[src/contact_input_defs.svh]
// Function codes, setting values and timing for the contact input logic.
// Assumes a single 200 MHz clock; included by the package and the modules.
// Behaviour
// Code 30 input closed forces the PID integral to zero.
// Code 31 input freezes the integral; release resumes from the held value.
// Code 32 input is the fourth multi-step select bit for the upper speeds.
// Code 33 N.C. thermostat contact open raises the thermostat alarm.
// Code 34 cancels the PID soft starter, bypassing the PID ramp time.
// Code 35 input inverts the sign of the PID input.
// Sequence one: code 40 runs forward, code 41 runs reverse.
// Codes 40 and 41 both closed declare an external fault.
// Sequence two: code 42 closed runs in the chosen direction, open stops.
// Code 43 closed selects forward, open selects reverse.
// Codes 44, 45, 46 each add their offset frequency to the reference.
// Code 60 while stopped starts DC braking; run or jog ends it.
// Codes 61 or 62 enable speed search even when start search is off.
// Both speed search codes assigned at once flag the setting conflict error.
// In V/f control, code 63 closed applies field weakening.
// Code 67 runs a looped-back serial self-test.
// Codes 6A or 70 block run until closed; open shows drive disabled.
// A run command held before enable closes needs a fresh run command.
// Enable opening while running stops by the configured stop method.
// Code 71 closed selects torque control, open speed; only with mode 0.
// During the switch wait time after code 71 changes, hold analog references.
// Equipment finishes reference changes within the switch wait time.
// Each terminal's function code routes that input to its behaviour.
// Assigning both 2-wire sequence schemes together is a setting conflict.
`ifndef CONTACT_INPUT_DEFS_SVH
`define CONTACT_INPUT_DEFS_SVH

`define FC_PID_IRESET    8'h30
`define FC_PID_IHOLD     8'h31
`define FC_STEP4         8'h32
`define FC_THERMO        8'h33
`define FC_SOFT_CANCEL   8'h34
`define FC_PID_SIGN      8'h35
`define FC_FWD2W         8'h40
`define FC_REV2W         8'h41
`define FC_RUN2W2        8'h42
`define FC_DIR2W2        8'h43
`define FC_OFS1          8'h44
`define FC_OFS2          8'h45
`define FC_OFS3          8'h46
`define FC_DCBRAKE       8'h60
`define FC_SRCH1         8'h61
`define FC_SRCH2         8'h62
`define FC_FIELDWEAK     8'h63
`define FC_COMMTEST      8'h67
`define FC_ENABLE1       8'h6A
`define FC_ENABLE2       8'h70
`define FC_SPDTRQ        8'h71

`define CTRL_MODE_SWITCHABLE 2'h0
`define SEARCH_START_OFF     1'h0

`define CLK_MHZ          200
`define CYCLES_PER_MS    (`CLK_MHZ * 1000)
`define TEST_PATTERN     8'hA5

`endif

[src/contact_input_pkg.sv]
// Types shared by the contact input function logic.
// Assumes contact_input_defs.svh is on the include path.
`include "contact_input_defs.svh"

package contact_input_pkg;

    typedef struct packed {
        logic integralReset;
        logic integralHold;
        logic softStartCancel;
        logic inputInvert;
    } pid_ctrl_t;

    typedef struct packed {
        logic runFwd;
        logic runRev;
        logic externalFault;
        logic driveDisabledIndication;
        logic stopRequest;
    } run_ctrl_t;

    typedef struct packed {
        logic stepSelect4;
        logic offsetOne;
        logic offsetTwo;
        logic offsetThree;
        logic holdAnalog;
    } ref_ctrl_t;

    typedef enum logic [3:0] {
        TEST_IDLE = 4'h1,
        TEST_SEND = 4'h2,
        TEST_WAIT = 4'h4,
        TEST_DONE = 4'h8
    } test_state_t;

endpackage

[src/contact_input_logic.sv]
// Decodes and sequences the drive's contact input functions.
// Assumes async contact pins; codes and settings are static on clk.
`timescale 1ns/1ps
`include "contact_input_defs.svh"

module contact_input_logic #(
    parameter int N_IN = 8,
    parameter int MS_W = 16
) (
    input  wire logic                     clk,
    input  wire logic                     rst,
    input  wire logic [N_IN-1:0]          contactIn,
    input  wire logic [N_IN-1:0][7:0]     inputFunctionSelect,

    input  wire logic                     runCmd,
    input  wire logic                     jogCmd,
    input  wire logic                     driveRunning,
    input  wire logic                     vfControl,
    input  wire logic [1:0]               controlModeSelect,
    input  wire logic                     speedSearchAtStartSelect,
    input  wire logic [MS_W-1:0]          switchWaitTime,
    input  wire logic                     serialRx,

    output logic                          serialTx,

    output contact_input_pkg::pid_ctrl_t  pidCtrl,
    output contact_input_pkg::run_ctrl_t  runCtrl,
    output contact_input_pkg::ref_ctrl_t  refCtrl,
    output logic                          thermostatAlarm,
    output logic                          dcBrake,
    output logic                          speedSearchEnable,
    output logic                          fieldWeaken,
    output logic                          torqueControl,
    output logic                          settingConflictError,
    output logic                          commTestBusy,
    output logic                          commTestPass,
    output logic                          commTestFail
);
    logic [N_IN-1:0] sync1_q, sync2_q;
    logic            runSync1_q, runSync2_q;
    logic            jogSync1_q, jogSync2_q;
    logic            rxSync1_q, rxSync2_q;

    always_ff @(posedge clk) begin
        if (rst) begin
            sync1_q    <= '0;
            sync2_q    <= '0;
            runSync1_q <= 1'b0;
            runSync2_q <= 1'b0;
            jogSync1_q <= 1'b0;
            jogSync2_q <= 1'b0;

            rxSync1_q  <= 1'b1;
            rxSync2_q  <= 1'b1;
        end else begin
            sync1_q    <= contactIn;
            sync2_q    <= sync1_q;
            runSync1_q <= runCmd;
            runSync2_q <= runSync1_q;
            jogSync1_q <= jogCmd;
            jogSync2_q <= jogSync1_q;

            rxSync1_q  <= serialRx;
            rxSync2_q  <= rxSync1_q;
        end
    end

    // Bit 1: some terminal has the code; bit 0: one of those is closed
    function automatic logic [1:0] lookup(input logic [N_IN-1:0] lvl,
                                          input logic [7:0] code);
        logic [1:0] r;
        r = 2'h0;
        for (int i = 0; i < N_IN; i++) begin
            if (inputFunctionSelect[i] == code) begin
                r[1] = 1'b1;
                r[0] = r[0] | lvl[i];
            end
        end
        return r;
    endfunction

    logic [1:0] fReset, fHold, fStep4, fThermo, fSoft, fSign;
    logic [1:0] fFwd, fRev, fRun2, fDir2;
    logic [1:0] fOfs1, fOfs2, fOfs3, fDcb;
    logic [1:0] fSr1, fSr2, fFw, fTest;
    logic [1:0] fEn1, fEn2, fSt;

    always_comb begin
        fReset  = lookup(sync2_q, `FC_PID_IRESET);
        fHold   = lookup(sync2_q, `FC_PID_IHOLD);
        fStep4  = lookup(sync2_q, `FC_STEP4);
        fThermo = lookup(~sync2_q, `FC_THERMO);
        fSoft   = lookup(sync2_q, `FC_SOFT_CANCEL);
        fSign   = lookup(sync2_q, `FC_PID_SIGN);

        fFwd    = lookup(sync2_q, `FC_FWD2W);
        fRev    = lookup(sync2_q, `FC_REV2W);
        fRun2   = lookup(sync2_q, `FC_RUN2W2);
        fDir2   = lookup(sync2_q, `FC_DIR2W2);

        fOfs1   = lookup(sync2_q, `FC_OFS1);
        fOfs2   = lookup(sync2_q, `FC_OFS2);
        fOfs3   = lookup(sync2_q, `FC_OFS3);

        fDcb    = lookup(sync2_q, `FC_DCBRAKE);

        fSr1    = lookup(sync2_q, `FC_SRCH1);
        fSr2    = lookup(sync2_q, `FC_SRCH2);
        fFw     = lookup(sync2_q, `FC_FIELDWEAK);
        fTest   = lookup(sync2_q, `FC_COMMTEST);

        fEn1    = lookup(sync2_q, `FC_ENABLE1);
        fEn2    = lookup(sync2_q, `FC_ENABLE2);
        fSt     = lookup(sync2_q, `FC_SPDTRQ);
    end

    // Run enable and sequencing
    logic enablePresent, enableClosed, conflict;
    logic armed_q, armed_d, stPrev_q;
    logic brake_q, brake_d;
    contact_input_pkg::run_ctrl_t runCtrl_d;
    contact_input_pkg::pid_ctrl_t pidCtrl_d;
    contact_input_pkg::ref_ctrl_t refCtrl_d;
    logic wantFwd, wantRev, runReq;
    logic torque_d, holdBusy, stChange;

    always_comb begin
        enablePresent = fEn1[1] | fEn2[1];
        enableClosed  = (!fEn1[1] | fEn1[0]) & (!fEn2[1] | fEn2[0]);

        conflict      = (fSr1[1] & fSr2[1])
                      | ((fFwd[1] | fRev[1]) & (fRun2[1] | fDir2[1]));

        wantFwd = 1'b0;
        wantRev = 1'b0;
        if (fFwd[1] | fRev[1]) begin
            wantFwd = fFwd[0] & !fRev[0];
            wantRev = fRev[0] & !fFwd[0];
        end else if (fRun2[1]) begin
            wantFwd = fRun2[0] & fDir2[0];
            wantRev = fRun2[0] & !fDir2[0];
        end else begin
            wantFwd = runSync2_q;
        end

        // A run already held when enable closes must drop before it counts
        runReq  = wantFwd | wantRev;
        armed_d = enableClosed & (armed_q | !runReq | !enablePresent);

        runCtrl_d.externalFault = fFwd[0] & fRev[0];
        runCtrl_d.driveDisabledIndication = enablePresent & !enableClosed;
        runCtrl_d.runFwd = wantFwd & armed_d & enableClosed & !conflict;
        runCtrl_d.runRev = wantRev & armed_d & enableClosed & !conflict;
        runCtrl_d.stopRequest = driveRunning & !enableClosed;

        pidCtrl_d.integralReset   = fReset[0];
        pidCtrl_d.integralHold    = fHold[0] & !fReset[0];
        pidCtrl_d.softStartCancel = fSoft[0];
        pidCtrl_d.inputInvert     = fSign[0];

        refCtrl_d.stepSelect4 = fStep4[0];
        refCtrl_d.offsetOne   = fOfs1[0];
        refCtrl_d.offsetTwo   = fOfs2[0];
        refCtrl_d.offsetThree = fOfs3[0];
        refCtrl_d.holdAnalog  = holdBusy;

        brake_d = brake_q;
        if (runSync2_q | jogSync2_q | driveRunning | !fDcb[0]) begin
            brake_d = 1'b0;
        end else if (fDcb[0] & !driveRunning & !brake_q) begin
            brake_d = 1'b1;
        end

        torque_d = fSt[1] & (controlModeSelect == `CTRL_MODE_SWITCHABLE) & fSt[0];
        stChange = fSt[1] & (fSt[0] != stPrev_q);
    end

    switch_wait_timer #(
        .MS_W (MS_W)
    ) u_wait (
        .clk    (clk),
        .rst    (rst),
        .start  (stChange),
        .waitMs (switchWaitTime),
        .busy   (holdBusy)
    );

    // Serial loopback self-test
    contact_input_pkg::test_state_t tst_q, tst_d;
    logic [3:0]  bitIdx_q, bitIdx_d;
    logic [15:0] tmo_q, tmo_d;
    logic        mism_q, mism_d, tx_d;
    logic        pass_d, fail_d;
    logic [9:0]  frame;

    always_comb begin
        frame    = {1'b1, `TEST_PATTERN, 1'b0};
        tst_d    = tst_q;
        bitIdx_d = bitIdx_q;
        tmo_d    = tmo_q;
        mism_d   = mism_q;

        tx_d     = 1'b1;
        pass_d   = commTestPass;
        fail_d   = commTestFail;

        case (tst_q)
            contact_input_pkg::TEST_IDLE: begin
                if (fTest[0]) begin
                    tst_d    = contact_input_pkg::TEST_SEND;
                    bitIdx_d = 4'h0;
                    mism_d   = 1'b0;
                    pass_d   = 1'b0;
                    fail_d   = 1'b0;
                end
            end

            contact_input_pkg::TEST_SEND: begin
                tx_d     = frame[bitIdx_q];
                tst_d    = contact_input_pkg::TEST_WAIT;
                tmo_d    = 16'h0000;
            end

            contact_input_pkg::TEST_WAIT: begin
                tx_d  = frame[bitIdx_q];
                tmo_d = tmo_q + 16'h0001;
                if (tmo_q >= 16'h0002) begin
                    mism_d = mism_q | (rxSync2_q != frame[bitIdx_q]);
                    if (bitIdx_q == 4'h9) begin
                        tst_d = contact_input_pkg::TEST_DONE;
                    end else begin
                        bitIdx_d = bitIdx_q + 4'h1;
                        tst_d    = contact_input_pkg::TEST_SEND;
                    end
                end
            end

            contact_input_pkg::TEST_DONE: begin
                pass_d = !mism_q;
                fail_d = mism_q;
                if (!fTest[0]) begin
                    tst_d = contact_input_pkg::TEST_IDLE;
                end
            end

            default: begin
                tst_d = contact_input_pkg::TEST_IDLE;
            end
        endcase
    end

    always_ff @(posedge clk) begin
        if (rst) begin
            armed_q              <= 1'b0;
            brake_q              <= 1'b0;
            stPrev_q             <= 1'b0;

            runCtrl              <= '0;
            pidCtrl              <= '0;
            refCtrl              <= '0;

            thermostatAlarm      <= 1'b0;
            dcBrake              <= 1'b0;
            speedSearchEnable    <= 1'b0;
            fieldWeaken          <= 1'b0;
            torqueControl        <= 1'b0;
            settingConflictError <= 1'b0;

            tst_q                <= contact_input_pkg::TEST_IDLE;
            bitIdx_q             <= 4'h0;
            tmo_q                <= 16'h0000;
            mism_q               <= 1'b0;
            serialTx             <= 1'b1;
            commTestBusy         <= 1'b0;
            commTestPass         <= 1'b0;
            commTestFail         <= 1'b0;
        end else begin
            armed_q              <= armed_d;
            brake_q              <= brake_d;
            stPrev_q             <= fSt[0];

            runCtrl              <= runCtrl_d;
            pidCtrl              <= pidCtrl_d;
            refCtrl              <= refCtrl_d;

            thermostatAlarm      <= fThermo[0];
            dcBrake              <= brake_d;
            speedSearchEnable    <= (speedSearchAtStartSelect != `SEARCH_START_OFF)
                                    | fSr1[0] | fSr2[0];
            fieldWeaken          <= vfControl & fFw[0];
            torqueControl        <= torque_d;
            settingConflictError <= conflict;

            tst_q                <= tst_d;
            bitIdx_q             <= bitIdx_d;
            tmo_q                <= tmo_d;
            mism_q               <= mism_d;
            serialTx             <= tx_d;
            commTestBusy         <= (tst_d != contact_input_pkg::TEST_IDLE)
                                    & (tst_d != contact_input_pkg::TEST_DONE);
            commTestPass         <= pass_d;
            commTestFail         <= fail_d;
        end
    end
endmodule // contact_input_logic

[src/switch_wait_timer.sv]
// Counts the speed/torque switch wait time in milliseconds.
// Assumes a 200 MHz clock and a synchronous active-high reset.
`timescale 1ns/1ps
`include "contact_input_defs.svh"

module switch_wait_timer #(
    parameter int MS_W = 16
) (
    input  wire logic            clk,
    input  wire logic            rst,
    input  wire logic            start,
    input  wire logic [MS_W-1:0] waitMs,
    output logic                 busy
);
    logic [17:0]     cycCnt_q, cycCnt_d;
    logic [MS_W-1:0] msCnt_q, msCnt_d;
    logic            busy_d;

    always_comb begin
        cycCnt_d = cycCnt_q;
        msCnt_d  = msCnt_q;
        busy_d   = busy;
        if (start) begin
            cycCnt_d = '0;
            msCnt_d  = waitMs;
            busy_d   = (waitMs != '0);
        end else if (busy) begin
            if (cycCnt_q == 18'(`CYCLES_PER_MS - 1)) begin
                cycCnt_d = '0;
                msCnt_d  = msCnt_q - 1'b1;
                busy_d   = (msCnt_q != {{(MS_W-1){1'b0}}, 1'b1});
            end else begin
                cycCnt_d = cycCnt_q + 18'h00001;
            end
        end
    end

    always_ff @(posedge clk) begin
        if (rst) begin
            cycCnt_q <= '0;
            msCnt_q  <= '0;
            busy     <= 1'b0;
        end else begin
            cycCnt_q <= cycCnt_d;
            msCnt_q  <= msCnt_d;
            busy     <= busy_d;
        end
    end
endmodule // switch_wait_timer
[config.mk]
export PLATFORM = sky130hd
export DESIGN_NAME = contact_input_logic
export DESIGN_NICKNAME = d
export VERILOG_FILES = /design/src/contact_input_pkg.sv /design/src/contact_input_logic.sv /design/src/switch_wait_timer.sv
export VERILOG_INCLUDE_DIRS = /design/src
export SDC_FILE = /design/constraint.sdc
export NUM_CORES = 1
export LEC_CHECK = 0
export ABC_CLOCK_PERIOD_IN_PS = 4100
export BUFFER_PORTS_ARGS = -buffer_cell sky130_fd_sc_hd__buf_2
export CORE_MARGIN = 5
export CORE_UTILIZATION = 50
export CTS_CLUSTER_DIAMETER = 80
export CTS_CLUSTER_SIZE = 40
export DETAILED_ROUTE_END_ITERATION = 10
export PLACE_DENSITY_LB_ADDON = 0.25
export SYNTH_ARGS = -nofsm -noshare
export SYNTH_HDL_FRONTEND = slang
export SYNTH_SLANG_ARGS = --single-unit
[constraint.sdc]
create_clock -name clk -period 4.1 [get_ports clk]
set_clock_uncertainty 0.2 [all_clocks]
set_input_delay 0.41 -clock clk [delete_from_list [all_inputs] [get_ports clk]]
set_output_delay 0.41 -clock clk [all_outputs]
set_load 0.05 [all_outputs]
==> results of run 1 <==
==> cells in the mapped netlist (all sizes together) (21+ instances only) <==
cell,number
dfxtp,109
nor2,98
nand2,58
nand3,47
nor3,41
a21oi,34
clkbuf,31
nor2b,29
o22ai,28
nor4,26
nor4b,23
nand4,22
or4b,21
==> layout make-up <==
type / instances / area (sq um) / share of cell area, %
Clock buffer: 11 / 233 / 2.78
Inverter: 17 / 63.8 / 0.764
Clock inverter: 5 / 82.6 / 0.988
Tap cell: 184 / 230 / 2.75
Sequential cell: 109 / 2180 / 26.1
Timing Repair Buffer: 141 / 756 / 9.04
Multi-Input combinational cell: 718 / 4810 / 57.6
==> kinds of logic after synthesis <==
logic type	after synthesis	share of synthesized area, %
buf+inv	62	4.01
compound gates	178	18.1
fa+ha+maj	7	1.20
flops	109	30.0
mux	7	0.998
simple gates	495	41.9
xor+xnor	31	3.73
==> cells in the final DEF, fill, tap and decap left out, types with 19 or more instances in the layout <==
cell	n
nor4b_1	19
dfxtp_1	109
a21oi_1	34
nor2_1	75
nor4_1	25
buf_4	20
nor3_1	40
buf_2	121
nor2b_1	29
o22ai_1	28
nor2_2	23
nand3_1	44
nand2_1	58
nand4_1	22
==> state kept, by name (all words and copies together), names as in the netlist, 4 cells and up, named ones only <==
signal	flops
sync2_q	8
u_wait.msCnt_q	16
tst_q	4
pidCtrl	4
u_wait.cycCnt_q	18
bitIdx_q	4
refCtrl	5
runCtrl	5
tmo_q	16
sync1_q	8
==> final timing paths <==
path                                    endpoint  slack, ns  cells past startpoint
hold / removal              rxSync1_q$_SDFF_PP1_       0.03                      2
hold reg to reg             rxSync2_q$_SDFF_PP1_       0.21                      1
setup reg to reg  u_wait.msCnt_q[6]$_SDFFE_PP0P_       1.29                      6
setup / recovery  u_wait.msCnt_q[6]$_SDFFE_PP0P_       1.29                      6
==> power by group through the flow <==
stage / Combinational [mW] / Sequential, mW / Clock, mW
after floorplan: 0.119 / 1.11 / 0
final: 0.244 / 1.08 / 0.933
after detailed placement: 0.236 / 1.11 / 0
after global placement: 0.234 / 1.11 / 0
after global routing: 0.261 / 1.08 / 1.01
after CTS: 0.237 / 1.08 / 0.955
==> per-layer routing <==
layer,vias up,GRT usage [%],wire length (um)
met4,2,13.5,1190
met3,114,6.10,2390
met1,3534,36.8,9840
li1,3637,-,-
met2,433,42.9,10700
met5,-,0,7
==> flow_summary.json, run 1 <==
{
  "routed_wire_length_per_instance_um": 20.3,
  "unrepaired_setup_endpoints_after_global_routing": "no",
  "nets": 1101,
  "leak_nw": 3.03,
  "placement.io_buffers": 121,
  "async_set_or_reset_register_ratio_after_synthesis_pct": 0,
  "ys.warnings.count": 0,
  "synth_top_cells_by_area": "dfxtp_1 (30%), nor2_1 (3.9%), nand3_1 (3.0%), nand2_1 (3.0%), nor3_1 (2.8%)",
  "critical_path.startpoint_type": "register",
  "crit_path_end_kind": "register",
  "share_clk_of_total_power_pct": 41.3,
  "drtIter0Drc": 854,
  "syn_avg_cell_area_sq_um": 8.18,
  "dr.pass1.iters": 5,
  "worst_slew_pin_slew_ns": 0.900,
  "synth_area_sq_um": 7270,
  "hold_class": "in2reg",
  "cts.hold.buffers_added": 0,
  "seqPwrFrac_pct": 47.9,
  "initial_utilization_pct": 50.4,
  "globalplace.congestion": 1.03,
  "syn_to_final_growth_pct": 14.9,
  "dieWidth_um": 131,
  "grt_antenna_before_repair": 1,
  "startpoint": "u_wait.cycCnt_q[5]$_SDFFE_PP0P_",
  "path_buf_inv": 0,
  "clk_pin_slew_worst_paths_ns": 0.07,
  "power_density_nw_per_um2": 270,
  "hold_viol": 0,
  "cts_max_level": 3,
  "maxCapViolCount": 0,
  "worstSkewPairLatency_ns": 0.36,
  "grt_pass1_vias": 6987,
  "finalCritPeriodShare_pct": 68.6,
  "layoutNonFillerInstCount": 1185,
  "die_h_um": 131,
  "place_hpwl_um": 18500,
  "sequence_of_cells_on_the_critical_path": "nor4b_1 > and4_1 > nand4_1 > nor4_1 > xnor2_1 > a211oi_2",
  "worst_slew_margin_rel_pct": 39.2,
  "ys.flop_type": "dfxtp_1",
  "mappedNetlistNets": 994,
  "p_sw_mw": 0.560,
  "count_of_flip_flops_with_a_built_in_enable_after_synthesis": 0,
  "postRouteAntennaNets": 0,
  "grt_overflow": 0,
  "netSwitchingFraction_pct": 24.8,
  "fmax_mhz": 355,
  "placed_cell_area_sq_um": 8040,
  "synth_top_area_cell": "dfxtp_1",
  "worst_path_largest_cell_delay_ns": 0.60,
  "finalWorstSetupSlack_ns": 1.29,
  "tritoncts": "done",
  "cts.sinks": 109,
  "clk_root_buffer_cell": "clkbuf_16",
  "placeableCoreArea_sq_um": 14400,
  "synth-seq-cells": 109,
  "finalHoldWorstSlack_ns": 0.0287,
  "peakVddDrop_uv": 205,
  "synth.lib_cells_used.distinct": 82,
  "via_per_inst": 6.51,
  "drive_gt1_share_pct": 22.7,
  "holdCritStartpoint": "serialRx",
  "criticalPathCategory": "reg2reg",
  "grt_start_max_net_pins": 43,
  "row_count": 44,
  "cts_max_path_buffers": 2,
  "final_util_pct": 57.9,
  "filler_cell_count": 1375,
  "setup_total_negative_slack_ns": 0,
  "insertedDiodeCount": 0,
  "cts_setup_buffers": 0,
  "r2r_start": "u_wait.cycCnt_q[5]$_SDFFE_PP0P_",
  "crit_required_ns": 4.18,
  "synth_seq_area_share_pct": 30.0,
  "i_o_pins": 122,
  "timing.final.setup_violations": 0,
  "cts_made_buffers": 9,
  "dr_total_vias": 7720,
  "floorplan.die_area_sq_um": 17100,
  "fin_area_sq_um": 8360,
  "synthesis.instances": 889,
  "finalCriticalPeriod_ns": 2.81,
  "placedCellCount": 1169,
  "drc": 0,
  "finalMaxSlewViolations": 0,
  "grt_pass1_wl_um": 37200,
  "power.internal_mw": 1.70,
  "postRouteWirelength_um": 24100,
  "place_worst_setup_slack_ns": 0.975,
  "power_mw": 2.26,
  "run_status": "finished clean",
  "grt.total_usage_pct": 27.8,
  "critical_path_arrival_ns": 2.90,
  "slowest_stage_cell_crit_path": "nor4_1",
  "synth.top_cell.area_share_pct": 30.0,
  "pwr-share-comb_pct": 10.8,
  "cp_max_fo": 16,
  "path_delay_family": "simple AND/OR/NAND/NOR gates",
  "cts.repair.resized": 0
}
Note: power is estimated with default switching activity, not from simulation.
==> inputs of run 2 (changes only) <==
Settings changed: ABC_AREA from default to 1, ABC_CLOCK_PERIOD_IN_PS 4100 to 2900.
Clock period 4.1 ns to 2.9 ns, I/O delays scaled along.
==> run 2 against run 1 <==
Compared with the run above:
- synthesized area grew 6.1%
- via count grew 17%
- clock-buffer cell count fell by 2
- core utilization up 1.7 points
- die area rose by 5.6%
==> flow_summary.json, run 2 <==
{
  "postRouteAntennaNets": 0,
  "critical_path_arrival_ns": 2.45,
  "finalMaxSlewViolations": 0,
  "cts_max_level": 3,
  "globalplace.congestion": 1.05,
  "dr.pass1.iters": 6,
  "worst_path_largest_cell_delay_ns": 0.60,
  "ys.flop_type": "dfxtp_1",
  "startpoint": "sync2_q[1]$_SDFF_PP0_",
  "crit_path_end_kind": "register",
  "syn_to_final_growth_pct": 17.1,
  "critical_path.startpoint_type": "register",
  "grt_pass1_wl_um": 43200,
  "finalCritPeriodShare_pct": 82.2,
  "cts_max_path_buffers": 2,
  "die_h_um": 134,
  "cts_made_buffers": 9,
  "synth-seq-cells": 109,
  "count_of_flip_flops_with_a_built_in_enable_after_synthesis": 0,
  "mappedNetlistNets": 1382,
  "i_o_pins": 122,
  "place_worst_setup_slack_ns": 0.341,
  "setup.reg_to_reg.worst_slack_ns": 0.52,
  "drc": 0,
  "clk_pin_slew_worst_paths_ns": 0.08,
  "grt_overflow": 0,
  "synth.lib_cells_used.distinct": 51,
  "criticalPathCategory": "reg2reg",
  "synth_top_area_cell": "dfxtp_1",
  "hold_class": "in2reg",
  "insertedDiodeCount": 0,
  "largest-register": "u_wait.cycCnt_q",
  "layout.cells.most_common_list": "nand2_1 (297), nor2_1 (219), inv_1 (196)",
  "initial_utilization_pct": 50.9,
  "routed_wire_length_per_instance_um": 17.1,
  "hold_viol": 0,
  "placedCellCount": 1581,
  "cts.repair.resized": 0,
  "sequence_of_cells_on_the_critical_path": "inv_2 > nor2_1 > nand3_1 > nand2_1 > nor2_1 > nand2_1 > nand2_4 > nand2_4 > nand2_1 > nand2_1 > nand2_1 > a21oi_1 > nand2_1",
  "row_count": 45,
  "unrepaired_setup_endpoints_after_global_routing": "no",
  "number_of_flip_flops_under_the_largest_register_name": 18,
  "dieWidth_um": 134,
  "finalHoldWorstSlack_ns": 0.0244,
  "synth_area_sq_um": 7710,
  "clk_root_buffer_cell": "clkbuf_16",
  "synth_top_cells_by_area": "dfxtp_1 (28%), nand2_1 (14%), nor2_1 (11%), inv_1 (9.5%), nand3_1 (6.5%)",
  "r2r_start": "sync2_q[1]$_SDFF_PP0_",
  "fmax_mhz": 419,
  "path_delay_family": "simple AND/OR/NAND/NOR gates",
  "peakVddDrop_uv": 388,
  "synth.cells.most_frequent": "nand2_1 (297), nor2_1 (219), inv_1 (196)",
  "worst_slew_pin_slew_ns": 0.776,
  "place_hpwl_um": 22000,
  "via_per_inst": 5.59,
  "synthesis.instances": 1277,
  "filler_cell_count": 1502,
  "finalWorstSetupSlack_ns": 0.515,
  "worst_slew_margin_rel_pct": 48.3,
  "synth.top_cell.area_share_pct": 28.3,
  "grt_antenna_before_repair": 0,
  "grt.total_usage_pct": 30.4,
  "timing.critical_path.depth": 13,
  "cts.sinks": 109,
  "path_buf_inv": 1,
  "finalCriticalPeriod_ns": 2.38,
  "worstSkewPairLatency_ns": 0.37,
  "crit_required_ns": 2.96,
  "leak_nw": 4.20,
  "critical_path.most_common_cell": "nand2_1",
  "placeableCoreArea_sq_um": 15100,
  "biggestRegsByFlops": "u_wait.cycCnt_q: 18 flops, tmo_q: 16 flops, u_wait.msCnt_q: 16 flops",
  "r2r.worst_path.cells": 13,
  "cp_max_fo": 9,
  "timing.final.setup_violations": 0,
  "nets": 1525,
  "synth_seq_area_share_pct": 28.3,
  "power_density_nw_per_um2": 350,
  "run_status": "finished clean",
  "drtIter0Drc": 1048,
  "dr_total_vias": 9017,
  "drive_gt1_share_pct": 15.3,
  "tritoncts": "done",
  "syn_avg_cell_area_sq_um": 6.04,
  "floorplan.die_area_sq_um": 18000,
  "synthMostInstantiatedCell": "nand2_1",
  "ys.warnings.count": 0,
  "final_util_pct": 59.6,
  "grt_pass1_vias": 8301,
  "placement.io_buffers": 121,
  "slowest_stage_cell_crit_path": "dfxtp_1",
  "postRouteWirelength_um": 27500,
  "maxCapViolCount": 0,
  "layout_commonest_cell": "nand2_1",
  "layoutNonFillerInstCount": 1613,
  "async_set_or_reset_register_ratio_after_synthesis_pct": 0,
  "setup_total_negative_slack_ns": 0,
  "grt_start_max_net_pins": 69
}
run 2: changes by cell type after synthesis, sizes merged, moves of 18 or more:
cell	previous run	this run
nand2	58	310
inv	17	203
nor2	98	239
nand3	47	103
nor2b	29	0
nor4b	23	0
or4b	21	0
nand4	22	40
run 2: where the power goes:
group,total (mW),switching (mW),internal [mW]
Sequential,1.53,0.0160,1.51
Combinational,0.377,0.249,0.127
Clock,1.26,0.647,0.612
run 2: stage by stage:
step | total power [mW] | instance area (sq um)
6_report | 3.17 | 9030
5_1_grt | 3.30 | 9030
4_1_cts | 3.19 | 9030
3_5_place_dp | 1.92 | 8570
3_3_place_gp | 1.91 | 8570
2_1_floorplan | 1.75 | 7710
run 2: final cells by class:
type | instances | area [sq um] | area share, %
flip-flops and latches | 109 | 2180 | 24.2
repair buffers | 157 | 916 | 10.1
clock inverters | 7 | 81.3 | 0.900
clock buffers | 9 | 225 | 2.49
well taps | 188 | 235 | 2.60
multi-input cells | 939 | 4630 | 51.2
inverters | 204 | 766 | 8.48
run 2: worst min path at each step:
stage                     cells past startpoint  slack [ns]                  start                       end
after floorplan                               1        0.18  jogSync2_q$_SDFF_PP0_      brake_q$_SDFFE_PP0P_
after global placement                        1        0.18  jogSync2_q$_SDFF_PP0_      brake_q$_SDFFE_PP0P_
after detailed placement                      1        0.19  jogSync2_q$_SDFF_PP0_      brake_q$_SDFFE_PP0P_
after CTS                                     4        0.02   controlModeSelect[0]  torqueControl$_SDFF_PP0_
after global routing                          4        0.04   controlModeSelect[0]  torqueControl$_SDFF_PP0_
final                                         4        0.02   controlModeSelect[0]  torqueControl$_SDFF_PP0_
run 2: logic make-up after synthesis:
kind of cell / after synthesis / share of synthesized area (%)
AOI/OAI and AO/OA: 142 / 11.7
xor gates and xnor gates: 20 / 2.27
adders and majority gates: 7 / 1.14
buffers and inverters: 229 / 11.7
DFF: 109 / 28.3
and+or+nand+nor: 770 / 44.9
run 2: repair_timing:
| item | in CTS | in global routing |
|---|---|---|
| hold buffers | 16 | 0 |
| endpoints found under the setup margin | 0 | 0 |
| endpoints found under the hold margin | 16 | 0 |
| setup buffers | 0 | 0 |
run 2: tightest hold or removal path: stages:
cell	delay, ns
buf_2	0.08
nor2_1	0.03
nand2_1	0.08
nor2_1	0.06
run 2: routing by layer:
metal	track usage (%)	part of all wire (%)	vias up
li1	-	-	4454
met1	41.4	43	4083
met2	46.6	43	417
met3	8.21	11	63
met4	10.1	3.0	0
met5	0	0	-
